===== src/design/motion_cfg_pkg.sv =====
package motion_cfg_pkg;
   // ==========================================================
   // register indices (byte address is four times the index)
   localparam logic [7:0] IDX_RATE_DIVIDER = 8'h19;
   localparam logic [7:0] IDX_FIFO_SYNC_FILTER = 8'h1A;
   localparam logic [7:0] IDX_GYRO_RANGE = 8'h1B;
   localparam logic [7:0] IDX_ACCEL_RANGE = 8'h1C;
   localparam logic [7:0] IDX_ACCEL_FILTER = 8'h1D;
   localparam logic [7:0] IDX_STATUS = 8'h3E;
   // ==========================================================
   // writable bit masks and reset values
   localparam logic [7:0] MASK_FIFO_SYNC_FILTER = 8'h7F;
   localparam logic [7:0] MASK_GYRO_RANGE = 8'hFB;
   localparam logic [7:0] MASK_ACCEL_RANGE = 8'hF8;
   localparam logic [7:0] MASK_ACCEL_FILTER = 8'h0F;
   localparam logic [7:0] RST_CONFIG = 8'h00;
   // ==========================================================
   // field positions
   localparam int FIFO_POLICY_BIT = 6;
   localparam int SYNC_SEL_LSB = 3;
   localparam int GYRO_FILT_LSB = 0;
   localparam int SELFTEST_LSB = 5;
   localparam int RANGE_LSB = 3;
   localparam int GYRO_BYPASS_LSB = 0;
   localparam int ACCEL_BYPASS_BIT = 3;
   localparam int ACCEL_FILT_LSB = 0;
   // ==========================================================
   // timing at a 40 MHz clock
   localparam int CLK_PERIOD_NS = 25;
   localparam int PERIOD_32K_NS = 31250;
   localparam int PERIOD_8K_NS = 125000;
   localparam int PERIOD_4K_NS = 250000;
   localparam int PERIOD_1K_NS = 1000000;
   localparam int CYC_32K = PERIOD_32K_NS / CLK_PERIOD_NS;
   localparam int CYC_8K = PERIOD_8K_NS / CLK_PERIOD_NS;
   localparam int CYC_4K = PERIOD_4K_NS / CLK_PERIOD_NS;
   localparam int CYC_1K = PERIOD_1K_NS / CLK_PERIOD_NS;
   // ==========================================================
   // bus answers and internal rates
   localparam logic [1:0] RESP_OKAY = 2'b00;
   localparam logic [1:0] RESP_SLVERR = 2'b10;
   typedef enum logic [1:0] {RATE_32K, RATE_8K, RATE_4K, RATE_1K} rate_t;
endpackage : motion_cfg_pkg


===== src/design/sample_fifo_mem.sv =====
`timescale 1ns/1ps
`default_nettype none
module sample_fifo_mem #(
   parameter int WIDTH = 8,
   parameter int DEPTH = 16,
   parameter int AW = 4
) (
   input wire logic sys_clk,
   input wire logic ce,
   input wire logic wr_en,
   input wire logic [AW-1:0] wr_addr,
   input wire logic [WIDTH-1:0] wr_data,
   input wire logic rd_en,
   input wire logic [AW-1:0] rd_addr,
   output logic [WIDTH-1:0] rd_data
);
   logic [WIDTH-1:0] mem [DEPTH];

   always_ff @(posedge sys_clk)
   begin
      if (ce && wr_en)
      begin
         mem[wr_addr] <= wr_data;
      end
   end

   always_ff @(posedge sys_clk)
   begin
      if (ce && rd_en)
      begin
         rd_data <= mem[rd_addr];
      end
   end
endmodule : sample_fifo_mem
`default_nettype wire


===== src/design/motion_sensor_filter_config.sv =====
`timescale 1ns/1ps
`default_nettype none
// Contract
// - policy one and full: drop new samples
// - policy zero and full: overwrite oldest
// - sync field zero disables sync capture
// - sync replaces bit0 of chosen channel
// - sync latch toggles once per strobe
// - gyro filter used only when bypass zero
// - filter choice is inverted bypass field
// - gyro rate 32k, 8k or 1k
// - gyro range 250 to 2000 dps
// - accel range 2 to 16 g
// - gyro bypass field in bits 1:0
// - accel bypass bit at bit 3
// - accel filter setting in bits 2:0
// - divider only when choice 11, 0<setting<7
// - accel 4k when bypassed, else 1k
module motion_sensor_filter_config
   import motion_cfg_pkg::*;
#(
   parameter int ADDR_W = 10,
   parameter int FIFO_DEPTH = 16,
   parameter int FIFO_AW = 4,
   parameter int CNT_W = 20,
   parameter int CYC_8K_P = motion_cfg_pkg::CYC_8K,
   parameter int CYC_4K_P = motion_cfg_pkg::CYC_4K,
   parameter int CYC_1K_P = motion_cfg_pkg::CYC_1K
) (
   input wire logic sys_clk,
   input wire logic rstn,
   input wire logic ce,
   input wire logic [ADDR_W-1:0] s_axi_awaddr,
   input wire logic s_axi_awvalid,
   output logic s_axi_awready,
   input wire logic [31:0] s_axi_wdata,
   input wire logic [3:0] s_axi_wstrb,
   input wire logic s_axi_wvalid,
   output logic s_axi_wready,
   output logic [1:0] s_axi_bresp,
   output logic s_axi_bvalid,
   input wire logic s_axi_bready,
   input wire logic [ADDR_W-1:0] s_axi_araddr,
   input wire logic s_axi_arvalid,
   output logic s_axi_arready,
   output logic [31:0] s_axi_rdata,
   output logic [1:0] s_axi_rresp,
   output logic s_axi_rvalid,
   input wire logic s_axi_rready,
   input wire logic frame_sync_in,
   input wire logic sensor_valid,
   input wire logic [2:0] sensor_chan,
   input wire logic [7:0] sensor_low_byte,
   input wire logic drain_req,
   output logic [7:0] drain_data,
   output logic drain_valid,
   output logic sample_strobe,
   output logic accel_strobe,
   output motion_cfg_pkg::rate_t gyro_rate,
   output motion_cfg_pkg::rate_t accel_rate,
   output logic gyro_filter_used,
   output logic [11:0] gyro_fs_dps,
   output logic [4:0] accel_fs_g,
   output logic [5:0] selftest_en
);
   import motion_cfg_pkg::*;

   // ==========================================================
   // helpers
   function automatic rate_t gyro_rate_of(input logic [1:0] byp, input logic [2:0] set);
      if (byp != 2'b00)
         gyro_rate_of = RATE_32K;
      else if (set == 3'h0 || set == 3'h7)
         gyro_rate_of = RATE_8K;
      else
         gyro_rate_of = RATE_1K;
   endfunction : gyro_rate_of

   function automatic logic [CNT_W-1:0] period_of(input rate_t r);
      unique case (r)
         RATE_32K: period_of = CNT_W'(CYC_32K);
         RATE_8K: period_of = CNT_W'(CYC_8K_P);
         RATE_4K: period_of = CNT_W'(CYC_4K_P);
         RATE_1K: period_of = CNT_W'(CYC_1K_P);
      endcase
   endfunction : period_of

   function automatic logic hit(input logic [ADDR_W-1:0] a, input logic [7:0] idx);
      hit = (a[1:0] == 2'b00) && (a[ADDR_W-1:2] == (ADDR_W-2)'(idx));
   endfunction : hit

   // ==========================================================
   // registers
   logic [7:0] div_r, cfg_r, gyro_cfg_r, accel_cfg_r, accel2_r;
   logic [FIFO_AW:0] count_r;
   logic sync_capt_r;
   logic [1:0] gyro_bypass;
   logic [1:0] gyro_choice;
   logic [2:0] gyro_setting, sync_sel;
   logic fifo_policy;

   assign gyro_bypass = gyro_cfg_r[GYRO_BYPASS_LSB +: 2];
   assign gyro_choice = ~gyro_bypass;
   assign gyro_setting = cfg_r[GYRO_FILT_LSB +: 3];
   assign sync_sel = cfg_r[SYNC_SEL_LSB +: 3];
   assign fifo_policy = cfg_r[FIFO_POLICY_BIT];

   // ==========================================================
   // axi4-lite write channel
   logic [ADDR_W-1:0] awaddr_r;
   logic [7:0] wdata_r;
   logic wlane_r, aw_held_r, w_held_r, do_write, wr_ok;

   assign do_write = aw_held_r && w_held_r && !s_axi_bvalid;
   assign wr_ok = hit(awaddr_r, IDX_RATE_DIVIDER) || hit(awaddr_r, IDX_FIFO_SYNC_FILTER)
      || hit(awaddr_r, IDX_GYRO_RANGE) || hit(awaddr_r, IDX_ACCEL_RANGE)
      || hit(awaddr_r, IDX_ACCEL_FILTER) || hit(awaddr_r, IDX_STATUS);

   always_ff @(posedge sys_clk or negedge rstn)
   begin
      if (!rstn)
      begin
         aw_held_r <= 1'b0;
         w_held_r <= 1'b0;
         awaddr_r <= '0;
         wdata_r <= 8'h00;
         wlane_r <= 1'b0;
         s_axi_bvalid <= 1'b0;
         s_axi_bresp <= RESP_OKAY;
      end
      else if (ce)
      begin
         if (s_axi_awvalid && s_axi_awready)
         begin
            aw_held_r <= 1'b1;
            awaddr_r <= s_axi_awaddr;
         end
         else if (do_write)
            aw_held_r <= 1'b0;
         if (s_axi_wvalid && s_axi_wready)
         begin
            w_held_r <= 1'b1;
            wdata_r <= s_axi_wdata[7:0];
            wlane_r <= s_axi_wstrb[0];
         end
         else if (do_write)
            w_held_r <= 1'b0;
         if (do_write)
         begin
            s_axi_bvalid <= 1'b1;
            s_axi_bresp <= wr_ok ? RESP_OKAY : RESP_SLVERR;
         end
         else if (s_axi_bready)
            s_axi_bvalid <= 1'b0;
      end
   end

   always_ff @(posedge sys_clk or negedge rstn)
   begin
      if (!rstn)
      begin
         s_axi_awready <= 1'b0;
         s_axi_wready <= 1'b0;
      end
      else if (ce)
      begin
         s_axi_awready <= !(aw_held_r || (s_axi_awvalid && s_axi_awready)) || do_write;
         s_axi_wready <= !(w_held_r || (s_axi_wvalid && s_axi_wready)) || do_write;
      end
   end

   always_ff @(posedge sys_clk or negedge rstn)
   begin
      if (!rstn)
      begin
         div_r <= RST_CONFIG;
         cfg_r <= RST_CONFIG;
         gyro_cfg_r <= RST_CONFIG;
         accel_cfg_r <= RST_CONFIG;
         accel2_r <= RST_CONFIG;
      end
      else if (ce && do_write && wlane_r)
      begin
         if (hit(awaddr_r, IDX_RATE_DIVIDER))
            div_r <= wdata_r;
         if (hit(awaddr_r, IDX_FIFO_SYNC_FILTER))
            cfg_r <= wdata_r & MASK_FIFO_SYNC_FILTER;
         if (hit(awaddr_r, IDX_GYRO_RANGE))
            gyro_cfg_r <= wdata_r & MASK_GYRO_RANGE;
         if (hit(awaddr_r, IDX_ACCEL_RANGE))
            accel_cfg_r <= wdata_r & MASK_ACCEL_RANGE;
         if (hit(awaddr_r, IDX_ACCEL_FILTER))
            accel2_r <= wdata_r & MASK_ACCEL_FILTER;
      end
   end

   // ==========================================================
   // axi4-lite read channel
   logic [31:0] rd_mux;
   logic rd_ok;

   always_comb
   begin
      rd_mux = 32'h0000_0000;
      rd_ok = 1'b1;
      if (hit(s_axi_araddr, IDX_RATE_DIVIDER))
         rd_mux[7:0] = div_r;
      else if (hit(s_axi_araddr, IDX_FIFO_SYNC_FILTER))
         rd_mux[7:0] = cfg_r;
      else if (hit(s_axi_araddr, IDX_GYRO_RANGE))
         rd_mux[7:0] = gyro_cfg_r;
      else if (hit(s_axi_araddr, IDX_ACCEL_RANGE))
         rd_mux[7:0] = accel_cfg_r;
      else if (hit(s_axi_araddr, IDX_ACCEL_FILTER))
         rd_mux[7:0] = accel2_r;
      else if (hit(s_axi_araddr, IDX_STATUS))
         rd_mux[15:0] = {3'h0, sync_capt_r, gyro_rate, accel_rate, 3'h0, count_r};
      else
         rd_ok = 1'b0;
   end

   always_ff @(posedge sys_clk or negedge rstn)
   begin
      if (!rstn)
      begin
         s_axi_arready <= 1'b0;
         s_axi_rvalid <= 1'b0;
         s_axi_rdata <= 32'h0000_0000;
         s_axi_rresp <= RESP_OKAY;
      end
      else if (ce)
      begin
         s_axi_arready <= !s_axi_rvalid && !(s_axi_arvalid && s_axi_arready);
         if (s_axi_arvalid && s_axi_arready)
         begin
            s_axi_rvalid <= 1'b1;
            s_axi_rdata <= rd_mux;
            s_axi_rresp <= rd_ok ? RESP_OKAY : RESP_SLVERR;
         end
         else if (s_axi_rready)
            s_axi_rvalid <= 1'b0;
      end
   end

   // ==========================================================
   // rate decode and config outputs
   always_ff @(posedge sys_clk or negedge rstn)
   begin
      if (!rstn)
      begin
         gyro_rate <= RATE_32K;
         accel_rate <= RATE_32K;
         gyro_filter_used <= 1'b0;
         gyro_fs_dps <= 12'h000;
         accel_fs_g <= 5'h00;
         selftest_en <= 6'h00;
      end
      else if (ce)
      begin
         gyro_rate <= gyro_rate_of(gyro_bypass, gyro_setting);
         accel_rate <= accel2_r[ACCEL_BYPASS_BIT] ? RATE_4K : RATE_1K;
         gyro_filter_used <= (gyro_choice == 2'b11);
         gyro_fs_dps <= 12'(12'd250 << gyro_cfg_r[RANGE_LSB +: 2]);
         accel_fs_g <= 5'(5'd2 << accel_cfg_r[RANGE_LSB +: 2]);
         selftest_en <= {gyro_cfg_r[SELFTEST_LSB +: 3], accel_cfg_r[SELFTEST_LSB +: 3]};
      end
   end

   // ==========================================================
   // internal rate ticks and output sample strobe
   logic [CNT_W-1:0] gyro_cnt_r, accel_cnt_r;
   logic [7:0] div_cnt_r;
   logic int_tick, div_applies;

   assign int_tick = (gyro_cnt_r >= period_of(gyro_rate) - CNT_W'(1));
   assign div_applies = (gyro_choice == 2'b11) && (gyro_setting != 3'h0)
      && (gyro_setting != 3'h7);

   always_ff @(posedge sys_clk or negedge rstn)
   begin
      if (!rstn)
      begin
         gyro_cnt_r <= '0;
         div_cnt_r <= 8'h00;
         sample_strobe <= 1'b0;
      end
      else if (ce)
      begin
         gyro_cnt_r <= int_tick ? '0 : gyro_cnt_r + CNT_W'(1);
         sample_strobe <= 1'b0;
         if (int_tick)
         begin
            if (!div_applies || div_cnt_r >= div_r)
            begin
               div_cnt_r <= 8'h00;
               sample_strobe <= 1'b1;
            end
            else
               div_cnt_r <= div_cnt_r + 8'h01;
         end
      end
   end

   always_ff @(posedge sys_clk or negedge rstn)
   begin
      if (!rstn)
      begin
         accel_cnt_r <= '0;
         accel_strobe <= 1'b0;
      end
      else if (ce)
      begin
         accel_strobe <= (accel_cnt_r >= period_of(accel_rate) - CNT_W'(1));
         accel_cnt_r <= (accel_cnt_r >= period_of(accel_rate) - CNT_W'(1)) ? '0
            : accel_cnt_r + CNT_W'(1);
      end
   end

   // ==========================================================
   // frame sync synchroniser and toggle latch
   logic sync_meta_r, sync_s_r, latch_r, lock_r, toggle_now;

   assign toggle_now = (sync_s_r != latch_r) && !lock_r && (sync_sel != 3'h0);

   always_ff @(posedge sys_clk or negedge rstn)
   begin
      if (!rstn)
      begin
         sync_meta_r <= 1'b0;
         sync_s_r <= 1'b0;
         latch_r <= 1'b0;
         lock_r <= 1'b0;
         sync_capt_r <= 1'b0;
      end
      else if (ce)
      begin
         sync_meta_r <= frame_sync_in;
         sync_s_r <= sync_meta_r;
         latch_r <= latch_r ^ toggle_now;
         if (toggle_now)
            lock_r <= 1'b1;
         else if (sample_strobe)
            lock_r <= 1'b0;
         if (sample_strobe)
            sync_capt_r <= latch_r;
      end
   end

   // ==========================================================
   // sample fifo with overflow policy
   logic [FIFO_AW-1:0] wr_ptr_r, rd_ptr_r;
   logic [7:0] push_data;
   logic full, empty, pop, push_store;

   assign full = (count_r == (FIFO_AW+1)'(FIFO_DEPTH));
   assign empty = (count_r == '0);
   assign pop = drain_req && !empty;
   assign push_store = sensor_valid && !(full && fifo_policy && !pop);

   always_comb
   begin
      push_data = sensor_low_byte;
      if (sync_sel != 3'h0 && sensor_chan == sync_sel - 3'h1)
         push_data[0] = sync_capt_r;
   end

   always_ff @(posedge sys_clk or negedge rstn)
   begin
      if (!rstn)
      begin
         wr_ptr_r <= '0;
         rd_ptr_r <= '0;
         count_r <= '0;
      end
      else if (ce)
      begin
         if (push_store)
            wr_ptr_r <= wr_ptr_r + FIFO_AW'(1);
         if (pop || (push_store && full))
            rd_ptr_r <= rd_ptr_r + FIFO_AW'(1);
         if (push_store && !pop && !full)
            count_r <= count_r + (FIFO_AW+1)'(1);
         else if (pop && !push_store)
            count_r <= count_r - (FIFO_AW+1)'(1);
      end
   end

   always_ff @(posedge sys_clk or negedge rstn)
   begin
      if (!rstn)
         drain_valid <= 1'b0;
      else if (ce)
         drain_valid <= pop;
   end

   sample_fifo_mem #(
      .WIDTH(8),
      .DEPTH(FIFO_DEPTH),
      .AW(FIFO_AW)
   ) u_mem (
      .sys_clk(sys_clk),
      .ce(ce),
      .wr_en(push_store),
      .wr_addr(wr_ptr_r),
      .wr_data(push_data),
      .rd_en(pop),
      .rd_addr(rd_ptr_r),
      .rd_data(drain_data)
   );
endmodule : motion_sensor_filter_config
`default_nettype wire


===== config.mk =====
export PLATFORM = sky130hd
export DESIGN_NAME = motion_sensor_filter_config
export DESIGN_NICKNAME = d
export VERILOG_FILES = /design/src/design/motion_cfg_pkg.sv /design/src/design/sample_fifo_mem.sv /design/src/design/motion_sensor_filter_config.sv
export SDC_FILE = /design/constraint.sdc
export NUM_CORES = 1
export LEC_CHECK = 0
export ABC_AREA = 1
export BUFFER_PORTS_ARGS = -buffer_cell sky130_fd_sc_hd__buf_2
export CAP_MARGIN = 20
export CORE_UTILIZATION = 59
export DETAILED_ROUTE_END_ITERATION = 10
export PLACE_DENSITY_LB_ADDON = 0.25
export SYNTH_ARGS = -nofsm -noshare
export SYNTH_HDL_FRONTEND = slang
export SYNTH_SLANG_ARGS = --single-unit

===== constraint.sdc =====
create_clock -name sys_clk -period 2.43 [get_ports sys_clk]
set_input_delay 0.486 -clock sys_clk [delete_from_list [all_inputs] [get_ports sys_clk]]
set_output_delay 0.486 -clock sys_clk [all_outputs]
set_load 0.05 [all_outputs]

# Yosys cells after proc, flatten, opt, wreduce, memory -nomap -nowiden
# Memory sizes are Yosys's and may differ from the RTL's. A register that Yosys moved wholly into a read port is not among the register bits.
# Cells that the tools add are included.
[classes]
bitwise = 2
order_cmp = 3
shift = 2
n_reduce_logical = 93
n_eq_ne = 24
n_mux = 44
add_sub_neg = 10
[ops]
columns = ["op", "n"]
rows = [
  ["$pmux W20 S4", 2],
  ["$eq A8 B5 Y1 const B", 10],
  ["$mux W20", 3],
  ["$mux W8", 7],
  ["$add A20 B1 Y20 const B", 2],
  ["$ge A20 B20 Y1", 2],
  ["$sub A20 B1 Y20 const B", 2],
  ["$reduce_and A2 Y1", 19],
  ["$logic_and A1 B1 Y1", 35],
  ["$mux W5", 6],
  ["$mux W1", 21],
  ["$eq A8 B6 Y1 const B", 2],
  ["$reduce_bool A2 Y1", 7],
  ["$mux W13", 1],
  ["$logic_not A1 Y1", 12],
  ["$logic_or A1 B1 Y1", 12],
  ["$shl A8 B2 Y12 const A", 1],
  ["$eq A2 B2 Y1 const B", 5],
  ["$add A4 B1 Y4 const B", 2],
  ["$add A8 B1 Y8 const B", 1],
  ["$ge A8 B8 Y1", 1],
  ["$logic_not A2 Y1", 4],
  ["$mux W2", 4],
  ["$reduce_bool A3 Y1", 2],
  ["other kinds (14)", 15],
]
[totals]
ram_bits = 128
regBits = 174
output_inout_bits = 80
word_cells = 217
mem_count = 1
[memory_table]
columns = ["memory", "words", "word_bits", "rd", "rd_clocked_by_memory_dff", "wr", "line_no", "text"]
rows = [
  ["u_mem.mem", 16, 8, 1, 1, 1, "sample_fifo_mem.sv:17", "logic [WIDTH-1:0] mem [DEPTH];"],
]

# Depth between registers and ports, before layout
[depth]
depth_word = 11
mapped_depth = 16

# Hierarchy
# From an unflattened synthesis, not the netlist that was laid out.
[hier_totals]
hier_cells = 1699
area_unflattened_um2 = 15210.8
[modules_own_cells]
columns = ["mod", "seq_area_each_um2", "area_each_um2", "n_inst", "cells_each"]
rows = [
  ["motion_sensor_filter_config", 4078.9, 9345.2, 1, 1143],
  ["sample_fifo_mem", 4083.9, 5865.6, 1, 556],
]

# Worst setup path before layout
# No wires, ideal clock.
[synth_timing]
path_kind = "register -> register"
start = "reg gyro_rate[1]"
end = "reg gyro_cnt_r[8]"
t_arrival_ps = 2445
setup_time_ps = 121
setup_slack_ps = -136
stages_incl_launch_ff = 13
synth_period_minus_slack_ps = 2566
cell_sequence = "dfrtp_1 > inv_1 > ha_1 > or2_2 > ha_1 > nand2_1 > o21ai_0 > nand3_1 > nand3_1 > nand2_2 > inv_2 > buf_6 > nor2_1"
[synth_via]
elab_chain_len = 5
word_cells_on_any_way = 8
[synth_rtl]
columns = ["item", "line_no", "text"]
rows = [
  ["start: declaration", "motion_sensor_filter_config.sv:59", "output motion_cfg_pkg::rate_t gyro_rate,"],
  ["start signal: assignment", "motion_sensor_filter_config.sv:260", "gyro_rate <= gyro_rate_of(gyro_bypass, gyro_setting);"],
  ["$eq A2 B2 Y1, or another cell as far along", "motion_sensor_filter_config.sv:80", "unique case (r)"],
  ["$pmux W20 S4 *", "motion_sensor_filter_config.sv:80", ""],
  ["$sub A20 B1 Y20 *", "motion_sensor_filter_config.sv:275", "assign int_tick = (gyro_cnt_r >= period_of(gyro_rate) - CNT_W'(1));"],
  ["$ge A20 B20 Y1 *", "motion_sensor_filter_config.sv:275", ""],
  ["$mux W20 *", "motion_sensor_filter_config.sv:289", "gyro_cnt_r <= int_tick ? '0 : gyro_cnt_r + CNT_W'(1);"],
  ["end signal: assignment", "motion_sensor_filter_config.sv:289", ""],
  ["end: declaration", "motion_sensor_filter_config.sv:271", "logic [CNT_W-1:0] gyro_cnt_r, accel_cnt_r;"],
]
# Every way passes the cells marked *; elsewhere a longest branch is shown, timed or not. The select of a mux whose other input is x is not followed.
# A chain may end at the register's enable or synchronous reset.

# Worst setup path in the final report
[layout_timing]
start = "reg gyro_rate[1]"
end = "reg gyro_cnt_r[12]"
# Same word-level chain as after synthesis.

==> impl_metrics.yaml <==
routing:
  vias_per_cell: 5.422
  drt-wirelength-per-cell_um: 16.24
  postRouteAntennaNets: 0
  route.detailed.drc: 0
  dr_total_vias: 10861
  first_pass_iters: 5
  wirelength_um: 32540
  drtIter0Drc: 857
clock_network:
  cts_tree: "built"
  clkTransAtPathRegs_ns: 0.06
  post-cts-setup-buffer-count: 0
  cts_buffer_depth: 3
  cts.sinks: 299
  insertion_delay_ns: 0.56
  h-tree-depth: 1
  numCtsBuffers: 31
  cts-root-buf: "clkbuf_16"
layout:
  drive_gt1_share_pct: 15.01
  syn2layout_area_growth_pct: 13.69
  fin_cells: 2003
  seq_area_um2: 8168
  layout.cells.most_common: "nand2_1"
  final_cell_mix: "nand2_1, nor2_1, dfrtp_1"
  diodes: 0
  multi_input_area_um2: 5543
  fillers: 1872
  layout.nets: 1794
sta:
  worst_slack_ns: 0.1619
  finalCriticalPeriod_ns: 2.268
  finClkSkew_ns: 0.02722
  max_freq_mhz: 440.9
  tightest_slew_ns: 0.5569
  tns_ns: 0
  final_max_slew_viol_count: 0
  period_share_pct: 93.34
  relSlewSlack_pct: 62.77
  setup_viol: 0
  rsz0062_at_grt: "yes"
  hold_violations: 0
critical_path:
  critPathLaunchType: "register"
  crit_slowest_cell: "dfrtp_2"
  max_stage_delay_ns: 0.40
  cp.required_ns: 2.87
  arrival_ns: 2.71
  path_class: "reg -> reg"
  crit_path_cell_trace: "inv_1, ha_1, or2_2, ha_1, nand2_1, o21ai_0, nand3_1, nand3_1, nand2_2, inv_2, nor2_1"
  setup.worst_path.end_class: "register"
  critPathMaxFanout: 14
global_route:
  antenna_found_initial: 0
  grt_max_degree: 76
  grt_usage_pct: 26.06
  grt_pass1_wl_um: 52840
  grt_pass1_vias: 10421
  globalRouteOverflowTotal: 0
logic_synthesis:
  synth_top_area_share_pct: 28.14
  synth.largest_area_cell: "edfxtp_1"
  avgSynthCellArea_um2: 9.509
  synthFlopType: "dfrtp_1"
  async_reset_ff_share_pct: 54.52
  synth_area_um2: 14510
  ys_seq_area_share_pct: 56.25
  syn_inst: 1526
  synth_cell_types: 47
  ys_seq_elements: 299
  synth_warnings: 0
  synth_area_leaders: "edfxtp_1, dfrtp_1, nand2_1"
  synth_edf_count: 136
power_and_ir_drop:
  p_int_mw: 10.20
  p_switching_mw: 5.715
  seq_power_share_pct: 41.1
  pwr-share-comb_pct: 29.6
  clkPwrFrac_pct: 29.3
  swShare_pct: 35.91
  ir_drop_mv: 0.7984
  powerDensity_nw_per_um2: 964.5
  p_leak_nw: 7.370
placed_design:
  post-place-ws_ns: 0.06160
  port_buffers: 106
  dp_hpwl_um: 22580
  gp_congestion: 0.9010
  dpl.cell_count: 1944
floorplanning:
  initial_core_util_pct: 59.85
  core_area_um2: 24250
  ios: 158
  rows: 57
  die_area_um2: 25230
  die_height_um: 158.8
  fp.dieW_um: 158.8
worst_hold_path:
  hold_path.class: "in -> reg"
status:
  outcome: "finished, final reports clean"
flow_run:
  drv_cap: 0
-- worst max-delay path, delay by kind of cell, from the launching register on --
family                   cells  cell delay [ns]
AO/OA/AOI/OAI                1             0.15
adder cells (fa/ha/maj)      2             0.55
AND/OR/NAND/NOR              6             0.70
flip-flops                   1             0.40
buffers and inverters        2             0.34
-- repair_timing --
item | CTS | global route
setup endpoints to repair | 0 | 38
hold buffers | 1 | 0
resized for setup | 0 | 7
hold endpoints to repair | 43 | 0
-- final cells by class --
cell class,count,area share (%)
clock buffer,51,5.688
timing repair buffer,145,5.498
tap,324,2.457
inverter,122,2.806
multi-input combinational,1055,33.60
sequential,299,49.51
clock inverter,7,0.4474
-- layer usage --
metal | global-route usage [%] | wire, um | vias up | part of all wire [%]
met5 | 0 | 0 | - | 0
met4 | 9.841 | 1173 | 0 | 3.6
met3 | 3.501 | 1668 | 78 | 5.1
met2 | 41.09 | 15000 | 321 | 46
met1 | 36.95 | 14690 | 5153 | 45
li1 | - | - | 5309 | -
-- cells in the mapped netlist, types with 5 or more instances --
library cell,number
o211ai_1,32
or2_2,10
o21ai_0,135
ha_1,61
nor2_2,6
buf_4,30
xnor2_1,11
inv_1,115
buf_6,5
a21oi_1,34
o21ai_1,13
clkbuf_1,17
xor2_1,21
nand4_1,22
nor2_1,248
edfxtp_1,136
buf_2,18
dfrtp_1,163
mux2_2,8
nand2_1,292
nor3_1,14
nand3_1,79
-- kinds of logic after synthesis --
| family | share of synthesized area [%] |
|---|---|
| AOI/OAI and AO/OA | 8.691 |
| xor gates and xnor gates | 1.931 |
| adders and majority gates | 5.397 |
| buffers and inverters | 6.294 |
| DFF | 56.25 |
| muxes | 0.6208 |
| other | 0.05175 |
| and+or+nand+nor | 20.76 |
-- state kept, by name (all words and copies together) (netlist names), 8 cells and up --
| register | count |
|---|---|
| accel_cnt_r | 20 |
| awaddr_r | 10 |
| div_cnt_r | 8 |
| div_r | 8 |
| gyro_cnt_r | 20 |
| gyro_fs_dps | 9 |
| s_axi_rdata | 13 |
| u_mem.mem | 128 |
| u_mem.rd_data | 8 |
| wdata_r | 8 |
-- stage by stage --
step | utilization (%) | hold slack (ns) | power (mW) | instance area (um2)
floorplan | - | 0.1904 | 9.885 | 14610
global placement | 63.75 | 0.4480 | 11.11 | 15460
detailed placement | 63.75 | 0.4464 | 11.30 | 15460
CTS | 67.97 | 0.1130 | 15.96 | 16480
global route | 68.04 | 0.1277 | 16.77 | 16500
finish | 68.04 | 0.1232 | 15.91 | 16500
-- power by group through the flow --
| stage | clock network [mW] | registers, mW | logic, mW |
|---|---|---|---|
| global placement | 0 | 6.60 | 4.51 |
| floorplan | 0 | 7.04 | 2.84 |
| finish | 4.66 | 6.54 | 4.72 |
| global route | 4.92 | 6.63 | 5.23 |
| CTS | 4.71 | 6.54 | 4.71 |
| detailed placement | 0 | 6.63 | 4.67 |
-- worst paths after layout --
| path | startpoint | endpoint | slack (ns) | depth (start not counted) |
|---|---|---|---|---|
| max in group asynchronous | rstn | count_r[3] | 1.25 | 3 |
| hold / removal | frame_sync_in | sync_meta_r | 0.12 | 3 |
| setup / recovery | gyro_rate[1] | gyro_cnt_r[12] | 0.16 | 11 |
| min in group asynchronous | rstn | awaddr_r[1] | 0.43 | 2 |
| hold reg to reg | selftest_en[4] | selftest_en[4] | 0.47 | 2 |
| setup reg to reg | gyro_rate[1] | gyro_cnt_r[12] | 0.16 | 11 |
Power figures use the tool's default switching activity.
